**src/inc/motor_startup_pkg.sv**
```systemverilog
// constants and types for the motor start-up configuration register bank
`default_nettype none
package motor_startup_pkg;
  // ****************************************
  // register map
  // ****************************************
  localparam logic [7:0] FIRST_OFFSET = 8'h84;
  localparam logic [7:0] SECOND_OFFSET = 8'h86;
  localparam logic [7:0] STATUS_OFFSET = 8'h8C;
  localparam logic [31:0] FIRST_RESET = 32'h00000000;
  localparam logic [31:0] SECOND_RESET = 32'h00000000;
  localparam logic [4:0] THRESHOLD_LAST_CODE = 5'h11;
  localparam logic [4:0] HANDOFF_LAST_CODE = 5'h18;
  localparam logic [3:0] ACCEL2_GAP_CODE = 4'hA;

  typedef enum logic [1:0] {
    METHOD_ALIGN = 2'h0,
    METHOD_DOUBLE_ALIGN = 2'h1,
    METHOD_POSITION_DETECT = 2'h2,
    METHOD_SLOW_FIRST_CYCLE = 2'h3
  } start_method_select_type;

  typedef struct packed {
    start_method_select_type startMethod;
    logic [4:0] detectThreshold;
    logic releaseTristate;
    logic [1:0] advanceAngle;
    logic [2:0] repeatCount;
    logic limitFromGeneral;
    logic torqueRampEnable;
    logic activeBrakeEnable;
    logic reverseUsesOwn;
  } startup_first_type;

  typedef struct packed {
    logic [3:0] openLoopLimit;
    logic [3:0] accelFirstOrder;
    logic [3:0] accelSecondOrder;
    logic autoHandoff;
    logic [4:0] handoffThreshold;
  } startup_second_type;
endpackage : motor_startup_pkg
`default_nettype wire

```
**src/logic/motor_startup_config_regs.sv**
```systemverilog
// avalon register bank for the motor start-up settings
`timescale 1ns/1ps
`default_nettype none
module motor_startup_config_regs (
  input wire logic core_clk,
  input wire logic rst_n,
  input wire logic [7:0] address,
  input wire logic read,
  input wire logic write,
  input wire logic [31:0] writedata,
  input wire logic [3:0] byteenable,
  output logic [31:0] readdata,
  output logic waitrequest,
  output logic [1:0] response,
  output motor_startup_pkg::startup_first_type firstCfg,
  output motor_startup_pkg::startup_second_type secondCfg,
  output logic [6:0] advanceDegrees,
  output logic reservedCode
);
  // ****************************************
  // bus handshake
  // ****************************************
  // one wait cycle: request seen with waitrequest high, answered next edge
  logic [31:0] firstReg;
  logic [31:0] secondReg;
  logic busy;
  logic accept;
  logic start;
  logic [31:0] mask;
  logic hitFirst;
  logic hitSecond;
  logic hitStatus;
  logic badCode;

  assign accept = busy && (read || write);
  // a fresh request: not the tail of one already answered
  assign start = (read || write) && !busy && waitrequest;
  assign hitFirst = address == motor_startup_pkg::FIRST_OFFSET;
  assign hitSecond = address == motor_startup_pkg::SECOND_OFFSET;
  assign hitStatus = address == motor_startup_pkg::STATUS_OFFSET;
  assign mask = {{8{byteenable[3]}}, {8{byteenable[2]}}, {8{byteenable[1]}}, {8{byteenable[0]}}};

  always_ff @(posedge core_clk) begin
    if (!rst_n) begin
      busy <= 1'b0;
      waitrequest <= 1'b1;
    end else begin
      busy <= start;
      waitrequest <= !start;
    end
  end

  // ****************************************
  // storage
  // ****************************************
  always_ff @(posedge core_clk) begin
    if (!rst_n) begin
      firstReg <= motor_startup_pkg::FIRST_RESET;
    end else if (accept && write && hitFirst) begin
      firstReg <= (firstReg & ~mask) | (writedata & mask);
    end
  end

  always_ff @(posedge core_clk) begin
    if (!rst_n) begin
      secondReg <= motor_startup_pkg::SECOND_RESET;
    end else if (accept && write && hitSecond) begin
      secondReg <= (secondReg & ~mask) | (writedata & mask);
    end
  end

  // undefined encodings are stored but flagged for software
  assign badCode = (firstReg[13:9] > motor_startup_pkg::THRESHOLD_LAST_CODE)
    || (secondReg[22:19] == motor_startup_pkg::ACCEL2_GAP_CODE)
    || (secondReg[17:13] > motor_startup_pkg::HANDOFF_LAST_CODE);

  // loaded as waitrequest falls, so data already stand when the master samples it low
  always_ff @(posedge core_clk) begin
    if (!rst_n) begin
      readdata <= 32'h00000000;
      response <= 2'h0;
    end else if (start && read) begin
      readdata <= hitFirst ? firstReg : hitSecond ? secondReg
        : hitStatus ? {31'h00000000, badCode} : 32'h00000000;
      response <= (hitFirst || hitSecond || hitStatus) ? 2'h0 : 2'h2;
    end else if (start) begin
      response <= (hitFirst || hitSecond) ? 2'h0 : 2'h2;
    end
  end

  // ****************************************
  // decoded settings
  // ****************************************
  always_ff @(posedge core_clk) begin
    if (!rst_n) begin
      firstCfg <= '0;
    end else begin
      firstCfg.startMethod <= motor_startup_pkg::start_method_select_type'(firstReg[30:29]);
      firstCfg.detectThreshold <= firstReg[13:9];
      firstCfg.releaseTristate <= firstReg[8];
      firstCfg.advanceAngle <= firstReg[7:6];
      firstCfg.repeatCount <= {1'b0, firstReg[5:4]} + 3'h1;
      firstCfg.limitFromGeneral <= firstReg[3];
      firstCfg.torqueRampEnable <= firstReg[2];
      firstCfg.activeBrakeEnable <= firstReg[1];
      firstCfg.reverseUsesOwn <= firstReg[0];
    end
  end

  // product kept at seven bits so that 90 does not wrap
  always_ff @(posedge core_clk) begin
    if (!rst_n) begin
      advanceDegrees <= 7'h00;
    end else begin
      advanceDegrees <= {5'h00, firstReg[7:6]} * 7'h1E;
    end
  end

  always_ff @(posedge core_clk) begin
    if (!rst_n) begin
      secondCfg <= '0;
    end else begin
      secondCfg.openLoopLimit <= secondReg[30:27];
      secondCfg.accelFirstOrder <= secondReg[26:23];
      secondCfg.accelSecondOrder <= secondReg[22:19];
      secondCfg.autoHandoff <= secondReg[18];
      secondCfg.handoffThreshold <= secondReg[17:13];
    end
  end

  always_ff @(posedge core_clk) begin
    if (!rst_n) begin
      reservedCode <= 1'b0;
    end else begin
      reservedCode <= badCode;
    end
  end

  // ****************************************
  // checks
  // ****************************************
  property p_reset_zero;
    @(posedge core_clk) !rst_n |=> firstReg == 32'h00000000;
  endproperty
  a_reset_zero: assert property (p_reset_zero) else $error("first reg not zero after reset");
  property p_one_wait;
    @(posedge core_clk) disable iff (!rst_n)
      (read || write) && waitrequest && !busy |=> !waitrequest ##1 waitrequest;
  endproperty
  a_one_wait: assert property (p_one_wait) else $error("handshake not one wait cycle");
  property p_write_first;
    @(posedge core_clk) disable iff (!rst_n)
      accept && write && hitFirst && byteenable == 4'hF |=> firstReg == $past(writedata);
  endproperty
  a_write_first: assert property (p_write_first) else $error("first reg write lost");
  property p_write_second;
    @(posedge core_clk) disable iff (!rst_n)
      accept && write && hitSecond && byteenable == 4'hF |=> secondReg == $past(writedata);
  endproperty
  a_write_second: assert property (p_write_second) else $error("second reg write lost");
  property p_repeat;
    @(posedge core_clk) disable iff (!rst_n)
      1'b1 |=> firstCfg.repeatCount == {1'b0, $past(firstReg[5:4])} + 3'h1;
  endproperty
  a_repeat: assert property (p_repeat) else $error("repeat count wrong");
  property p_advance;
    @(posedge core_clk) disable iff (!rst_n)
      firstReg[7:6] == 2'h3 ##1 firstReg[7:6] == 2'h3 |-> advanceDegrees == 7'h5A;
  endproperty
  a_advance: assert property (p_advance) else $error("advance angle wrong");
  property p_threshold;
    @(posedge core_clk) disable iff (!rst_n)
      firstReg[13:9] == 5'h12 |=> reservedCode;
  endproperty
  a_threshold: assert property (p_threshold) else $error("threshold code not flagged");
  property p_handoff;
    @(posedge core_clk) disable iff (!rst_n)
      secondReg[17:13] > 5'h18 |=> reservedCode && secondCfg.handoffThreshold > 5'h18;
  endproperty
  a_handoff: assert property (p_handoff) else $error("handoff code not flagged");
  property p_auto;
    @(posedge core_clk) disable iff (!rst_n) 1'b1 |=> secondCfg.autoHandoff == $past(secondReg[18]);
  endproperty
  a_auto: assert property (p_auto) else $error("auto handoff not following");
  property p_bit31;
    @(posedge core_clk) disable iff (!rst_n)
      $changed(secondReg[31]) && $stable(secondReg[30:0]) |=> $stable(secondCfg);
  endproperty
  a_bit31: assert property (p_bit31) else $error("reserved bit changed settings");

  property p_threshold_field;
    @(posedge core_clk) disable iff (!rst_n)
      1'b1 |=> firstCfg.detectThreshold == $past(firstReg[13:9]);
  endproperty
  a_threshold_field: assert property (p_threshold_field)
    else $error("threshold field not following");

  property p_release;
    @(posedge core_clk) disable iff (!rst_n)
      1'b1 |=> firstCfg.releaseTristate == $past(firstReg[8]);
  endproperty
  a_release: assert property (p_release)
    else $error("release mode not following");

  property p_limit_source;
    @(posedge core_clk) disable iff (!rst_n)
      1'b1 |=> firstCfg.limitFromGeneral == $past(firstReg[3]);
  endproperty
  a_limit_source: assert property (p_limit_source)
    else $error("limit source not following");

  property p_ramp;
    @(posedge core_clk) disable iff (!rst_n)
      1'b1 |=> firstCfg.torqueRampEnable == $past(firstReg[2]);
  endproperty
  a_ramp: assert property (p_ramp)
    else $error("ramp enable not following");

  property p_brake;
    @(posedge core_clk) disable iff (!rst_n)
      1'b1 |=> firstCfg.activeBrakeEnable == $past(firstReg[1]);
  endproperty
  a_brake: assert property (p_brake)
    else $error("brake enable not following");

  property p_reverse;
    @(posedge core_clk) disable iff (!rst_n)
      1'b1 |=> firstCfg.reverseUsesOwn == $past(firstReg[0]);
  endproperty
  a_reverse: assert property (p_reverse)
    else $error("reverse select not following");

  property p_method;
    @(posedge core_clk) disable iff (!rst_n)
      1'b1 |=> firstCfg.startMethod == $past(firstReg[30:29]);
  endproperty
  a_method: assert property (p_method)
    else $error("start method not following");

  property p_ol_limit;
    @(posedge core_clk) disable iff (!rst_n)
      1'b1 |=> secondCfg.openLoopLimit == $past(secondReg[30:27]);
  endproperty
  a_ol_limit: assert property (p_ol_limit)
    else $error("open-loop limit not following");

  property p_accel_first;
    @(posedge core_clk) disable iff (!rst_n)
      1'b1 |=> secondCfg.accelFirstOrder == $past(secondReg[26:23]);
  endproperty
  a_accel_first: assert property (p_accel_first)
    else $error("first-order coefficient not following");

  property p_accel_second;
    @(posedge core_clk) disable iff (!rst_n)
      1'b1 |=> secondCfg.accelSecondOrder == $past(secondReg[22:19]);
  endproperty
  a_accel_second: assert property (p_accel_second)
    else $error("second-order coefficient not following");

  property p_handoff_field;
    @(posedge core_clk) disable iff (!rst_n)
      1'b1 |=> secondCfg.handoffThreshold == $past(secondReg[17:13]);
  endproperty
  a_handoff_field: assert property (p_handoff_field)
    else $error("handoff threshold not following");

  property p_gap;
    @(posedge core_clk) disable iff (!rst_n)
      secondReg[22:19] == 4'hA |=> reservedCode;
  endproperty
  a_gap: assert property (p_gap)
    else $error("coefficient gap not flagged");

  property p_flag_low;
    @(posedge core_clk) disable iff (!rst_n)
      !badCode |=> !reservedCode;
  endproperty
  a_flag_low: assert property (p_flag_low)
    else $error("flag raised without cause");

  property p_read_stands;
    @(posedge core_clk) disable iff (!rst_n)
      start && read && hitFirst |=> readdata == $past(firstReg);
  endproperty
  a_read_stands: assert property (p_read_stands)
    else $error("first reg read data not standing");

  property p_read_second;
    @(posedge core_clk) disable iff (!rst_n)
      start && read && hitSecond |=> readdata == $past(secondReg);
  endproperty
  a_read_second: assert property (p_read_second)
    else $error("second reg read data not standing");

  property p_hold;
    @(posedge core_clk) disable iff (!rst_n)
      !(start && read) |=> $stable(readdata);
  endproperty
  a_hold: assert property (p_hold)
    else $error("read data moved without a read");

  property p_err_resp;
    @(posedge core_clk) disable iff (!rst_n)
      start && !hitFirst && !hitSecond && !hitStatus |=> response == 2'h2;
  endproperty
  a_err_resp: assert property (p_err_resp)
    else $error("unmapped access not refused");

  property p_ok_resp;
    @(posedge core_clk) disable iff (!rst_n)
      start && (hitFirst || hitSecond) |=> response == 2'h0;
  endproperty
  a_ok_resp: assert property (p_ok_resp)
    else $error("mapped access refused");

  property p_unmapped_write;
    @(posedge core_clk) disable iff (!rst_n)
      accept && write && !hitFirst && !hitSecond |=> $stable(firstReg) && $stable(secondReg);
  endproperty
  a_unmapped_write: assert property (p_unmapped_write)
    else $error("unmapped write changed storage");

  property p_write_lanes;
    @(posedge core_clk) disable iff (!rst_n)
      accept && write && hitFirst && byteenable == 4'h1 |=> firstReg[31:8] == $past(firstReg[31:8]);
  endproperty
  a_write_lanes: assert property (p_write_lanes)
    else $error("disabled lanes written");

  property p_reset_wait;
    @(posedge core_clk) !rst_n |=> waitrequest && readdata == 32'h00000000;
  endproperty
  a_reset_wait: assert property (p_reset_wait)
    else $error("bus outputs not idle after reset");

  property p_wait_single;
    @(posedge core_clk) disable iff (!rst_n)
      !waitrequest |=> waitrequest;
  endproperty
  a_wait_single: assert property (p_wait_single)
    else $error("waitrequest low too long");

  c_write_first: cover property (@(posedge core_clk) accept && write && hitFirst);
  c_status_read: cover property (@(posedge core_clk) accept && read && hitStatus);
  c_read_second: cover property (@(posedge core_clk) accept && read && hitSecond);
  c_unmapped: cover property (@(posedge core_clk) accept && !hitFirst && !hitSecond && !hitStatus);
  c_reserved: cover property (@(posedge core_clk) reservedCode);
endmodule : motor_startup_config_regs
`default_nettype wire

```
**config.mk**
```make
export PLATFORM = sky130hd
export DESIGN_NAME = motor_startup_config_regs
export DESIGN_NICKNAME = d
export VERILOG_FILES = /design/src/inc/motor_startup_pkg.sv /design/src/logic/motor_startup_config_regs.sv
export SDC_FILE = /design/constraint.sdc
export NUM_CORES = 1
export LEC_CHECK = 0
export BUFFER_PORTS_ARGS = -buffer_cell sky130_fd_sc_hd__clkbuf_2
export CORE_ASPECT_RATIO = 1.25
export CORE_UTILIZATION = 50
export DETAILED_ROUTE_END_ITERATION = 10
export GPL_TIMING_DRIVEN = 0
export HOLD_SLACK_MARGIN = 0.05
export PLACE_DENSITY = 0.82
export SETUP_SLACK_MARGIN = 0.1
export SYNTH_ARGS = -nofsm -noshare
export SYNTH_HDL_FRONTEND = slang
export SYNTH_SLANG_ARGS = --single-unit
```
**constraint.sdc**
```tcl
create_clock -name core_clk -period 3 [get_ports core_clk]
set_clock_uncertainty 0.2 [all_clocks]
set_input_delay 0.15 -clock core_clk [delete_from_list [all_inputs] [get_ports core_clk]]
set_output_delay 0.15 -clock core_clk [all_outputs]
set_load 0.005 [all_outputs]
```
Word-level counts from Yosys, hierarchy flattened. Cells that the tools add are included.

Equality and inequality tests: 4. Reductions and logical operators: 15. Bitwise gates (word level): 6. Multipliers: 1. Divide/modulo/power cells: 0. Multiplexer cells: 7. Shift operators: 0. $lt $le $gt $ge: 2. Add/sub/neg operators: 1.

Operator list (number): bitwise AND 32 bit (3); 2-to-1 mux 32 bit (2); OR 32 bit (2); NOT 32 bit (1); equality test 8 bit, second input constant (3); greater-than comparator 5 bit, second input constant (2); 2-to-1 mux 2 bit (4); logical AND 1 bit (7); multiplier 2 x 4 -> 6 bit, second input constant (1); logical OR 1 bit (5); equality test 4 bit, second input constant (1); adder 2 x 1 -> 3 bit, second input constant (1); logical NOT 1 bit (2); nonzero test 2 bit (1); 2-to-1 mux 1 bit (1).

Bits in registers: 143. Bits in read-only memories: 0. Bits of input ports: 48. Output and inout port bits: 78. Memories kept: 0. Memory bits (writable): 0. Bits in latches: 0.

Depth between registers and ports, before layout.
Word-level depth: 6. Depth in mapped cells: 7.

Least setup slack after synthesis. Ideal clock, no wire load.

Path type: input port to flip-flop. From: input port address[5]. To: register (tool-made name). Data required time: 2728 ps. Slack: 1411 ps. Stages on the path: 6. Arrival time: 1317 ps. Library setup time: 72 ps. Cells stage by stage: nor4b_4 > and2_1 > buf_6 > and4b_1 > buf_6 > mux2i_1.

RTL lines: start, declared (RTL line motor_startup_config_regs.sv:7) `input wire logic [7:0] address,`.

==> impl_metrics.env <==
export IMPL_status="complete, no violations"
export IMPL_cp_end_kind="flop"
export IMPL_synth_top_area_share_pct=53.3
export IMPL_fp_coreArea_um2=10100
export IMPL_leakage_nw=3.20
export IMPL_fin_crit_ns=2.38
export IMPL_clk_latency_ns=0.42
export IMPL_rsz0062_at_grt="false"
export IMPL_tritoncts="built"
export IMPL_clk_path_buf_depth=2
export IMPL_setup_violations=0
export IMPL_min_delay_path_class="primary input to flop"
export IMPL_synth_area_leaders="dfxtp_1 53%, mux2i_1 6.1%, nand2_1 5.8%, a221oi_1 5.2%, a21boi_0 4.5%"
export IMPL_die_h_um=116
export IMPL_dieArea_um2=10800
export IMPL_drc=0
export IMPL_cts_setup_buffers=0
export IMPL_synthCells=538
export IMPL_grt_antenna_before_repair=0
export IMPL_pin_count=126
export IMPL_met3_length_um=997
export IMPL_grt_pass1_vias=4524
export IMPL_cts_max_level=4
export IMPL_p_per_area_nw_per_um2=627
export IMPL_power_frac_comb_pct=7.1
export IMPL_firstDrtPassIters=5
export IMPL_worstPathMaxFanout=7
export IMPL_nets=773
export IMPL_vdd_ir_drop_max_mv=0.461
export IMPL_clk_pin_slew_ns=0.06
export IMPL_ant_nets=0
export IMPL_dp_slack_ns=1.10
export IMPL_wl_per_cell_um=16.3
export IMPL_synth_cell_types=39
export IMPL_period_share_pct=79.2
export IMPL_dp_hpwl_um=9450
export IMPL_finalSetupTns_ns=0
export IMPL_whs_path_depth=4
export IMPL_cts_num_sinks=139
export IMPL_place_congestion=0.845
export IMPL_synth_seq_area_share_pct=53.3
export IMPL_required_ns=3.09
export IMPL_power_frac_seq_pct=43.5
export IMPL_whs_ns=0.0818
export IMPL_cts_root_buf="clkbuf_16"
export IMPL_syn_to_final_growth_pct=34.6
export IMPL_synth_edf_count=0
export IMPL_cp_start_kind="primary input"
export IMPL_avgSynthCellArea_um2=9.70
export IMPL_hold_buffers=42
export IMPL_worstSetupPathType="primary input to flop"
export IMPL_fin_ws_ns=0.624
export IMPL_grt_max_degree=17
export IMPL_yosysWarnings=0
export IMPL_synth_area_leader_cell="dfxtp_1"
export IMPL_place_area_um2=5990
export IMPL_wl_met2_um=7210
export IMPL_grtUsageTotal_pct=27.2
export IMPL_synth_area_um2=5220
export IMPL_fmax_mhz=421
export IMPL_drv_cap=0
export IMPL_nFillCells=753
export IMPL_vias=4643
export IMPL_rr_worst_depth=5
export IMPL_p_clk_share_pct=49.5
export IMPL_dp_cells=789
export IMPL_yosys_register_bits=139
export IMPL_maxSlewViolCount=0
export IMPL_p_sw_share_pct=22.0
export IMPL_viasPerCell=5.39
export IMPL_finalHoldViolations=0
export IMPL_slew_headroom_pct=52.5
export IMPL_highest_layer="met4"
export IMPL_drt_initial_drc_count=383
export IMPL_crit_arrival_ns=2.46
export IMPL_synth_async_reset_ratio_pct=0
export IMPL_finalPower_mw=4.40
export IMPL_wl_met1_um=5450
export IMPL_ys_flop_type="dfxtp_1"
export IMPL_cts_resized=0
export IMPL_worst_pin_slew_ns=0.712
export IMPL_start_util_pct=51.6
export IMPL_core_rowCount=41
export IMPL_cts_buffers=17
export IMPL_num_antenna_cells=0
export IMPL_place_port_buffers=121
export IMPL_fin_util_pct=69.5
export IMPL_power_switching_uw=970
export IMPL_p_int_mw=3.43
export IMPL_grt_ovfl_total=0
export IMPL_stdcell_count=862
export IMPL_fin_area_um2=7020
export IMPL_die_w_um=93.4
export IMPL_routed_wirelength_um=14000
export IMPL_grt_pass1_wl_um=22200
export IMPL_layout_drive_gt1_share_pct=24.3
[path summary, 6_finish.rpt]
check | startpoint | end | slack [ns]
max reg2reg | busy$_SDFF_PN0_ | flop | 0.64
min | write | response[1]$_SDFFE_PN0P_ | 0.08
min reg2reg | flop | flop | 0.26
max | address[3] | flop | 0.62
[power groups by stage]
| stage | Sequential (mW) | Clock [mW] | Combinational [mW] |
|---|---|---|---|
| final | 1.91 | 2.18 | 0.312 |
| after global routing | 1.92 | 2.29 | 0.342 |
| after CTS | 1.91 | 2.18 | 0.310 |
| after detailed placement | 1.95 | 0 | 0.267 |
| after global placement | 1.95 | 0 | 0.261 |
| after floorplan | 1.95 | 0 | 0.137 |
[layout by cell type (no fill, tap or decap), types with 4 or more instances in the layout]
master	n
a21boi_0	31
o21ai_0	34
bufinv_16	4
dlygate4sd3_1	42
dfxtp_1	139
nand2_1	81
clkinv_2	4
a221oi_1	31
mux2i_1	32
nor2b_1	4
clkbuf_2	121
inv_1	21
clkbuf_16	17
clkbuf_1	19
buf_4	6
and2_1	23
nand4_1	4
buf_6	12
nor2_1	34
ha_1	4
nand3_1	33
[critical path: stages]
cell and delay (ns):
dlygate4sd3_1 0.56, clkbuf_2 0.17, nor2_1 0.45, nand4_4 0.16, dlygate4sd3_1 0.77, mux2i_1 0.19
[layout make-up]
cell class	instances	area, µm²	area share, %
Timing Repair Buffer	163	1030	14.6
Tap cell	129	161	2.30
Buffer	43	297	4.22
Multi-Input combinational cell	336	2060	29.4
Clock inverter	12	173	2.46
Sequential cell	139	2780	39.6
Inverter	21	78.8	1.12
Clock buffer	19	443	6.31
[synthesized netlist by cell type, types with 4 or more instances]
master,number
clkbuf_1,18
ha_1,4
nand4_1,4
nor2_1,34
mux2i_1,32
a221oi_1,31
dfxtp_1,139
nand2_1,81
nor2b_1,4
o21ai_0,34
a21boi_0,31
and2_1,23
inv_1,21
buf_4,6
buf_6,12
nand3_1,33
[cells by family after synthesis]
group           synth area share (%)
flops                           53.3
buf+inv                         7.20
simple gates                    18.3
compound gates                  14.0
other cells                   0.0719
mux                             6.14
fa+ha+maj                      0.960
[per-layer routing]
| metal | global-route usage (%) | vias up |
|---|---|---|
| li1 | - | 2217 |
| met1 | 29.8 | 2193 |
| met2 | 48.7 | 198 |
| met3 | 6.71 | 35 |
| met4 | 14.2 | 0 |
| met5 | 0 | - |
Power figures use the tool's default switching activity.
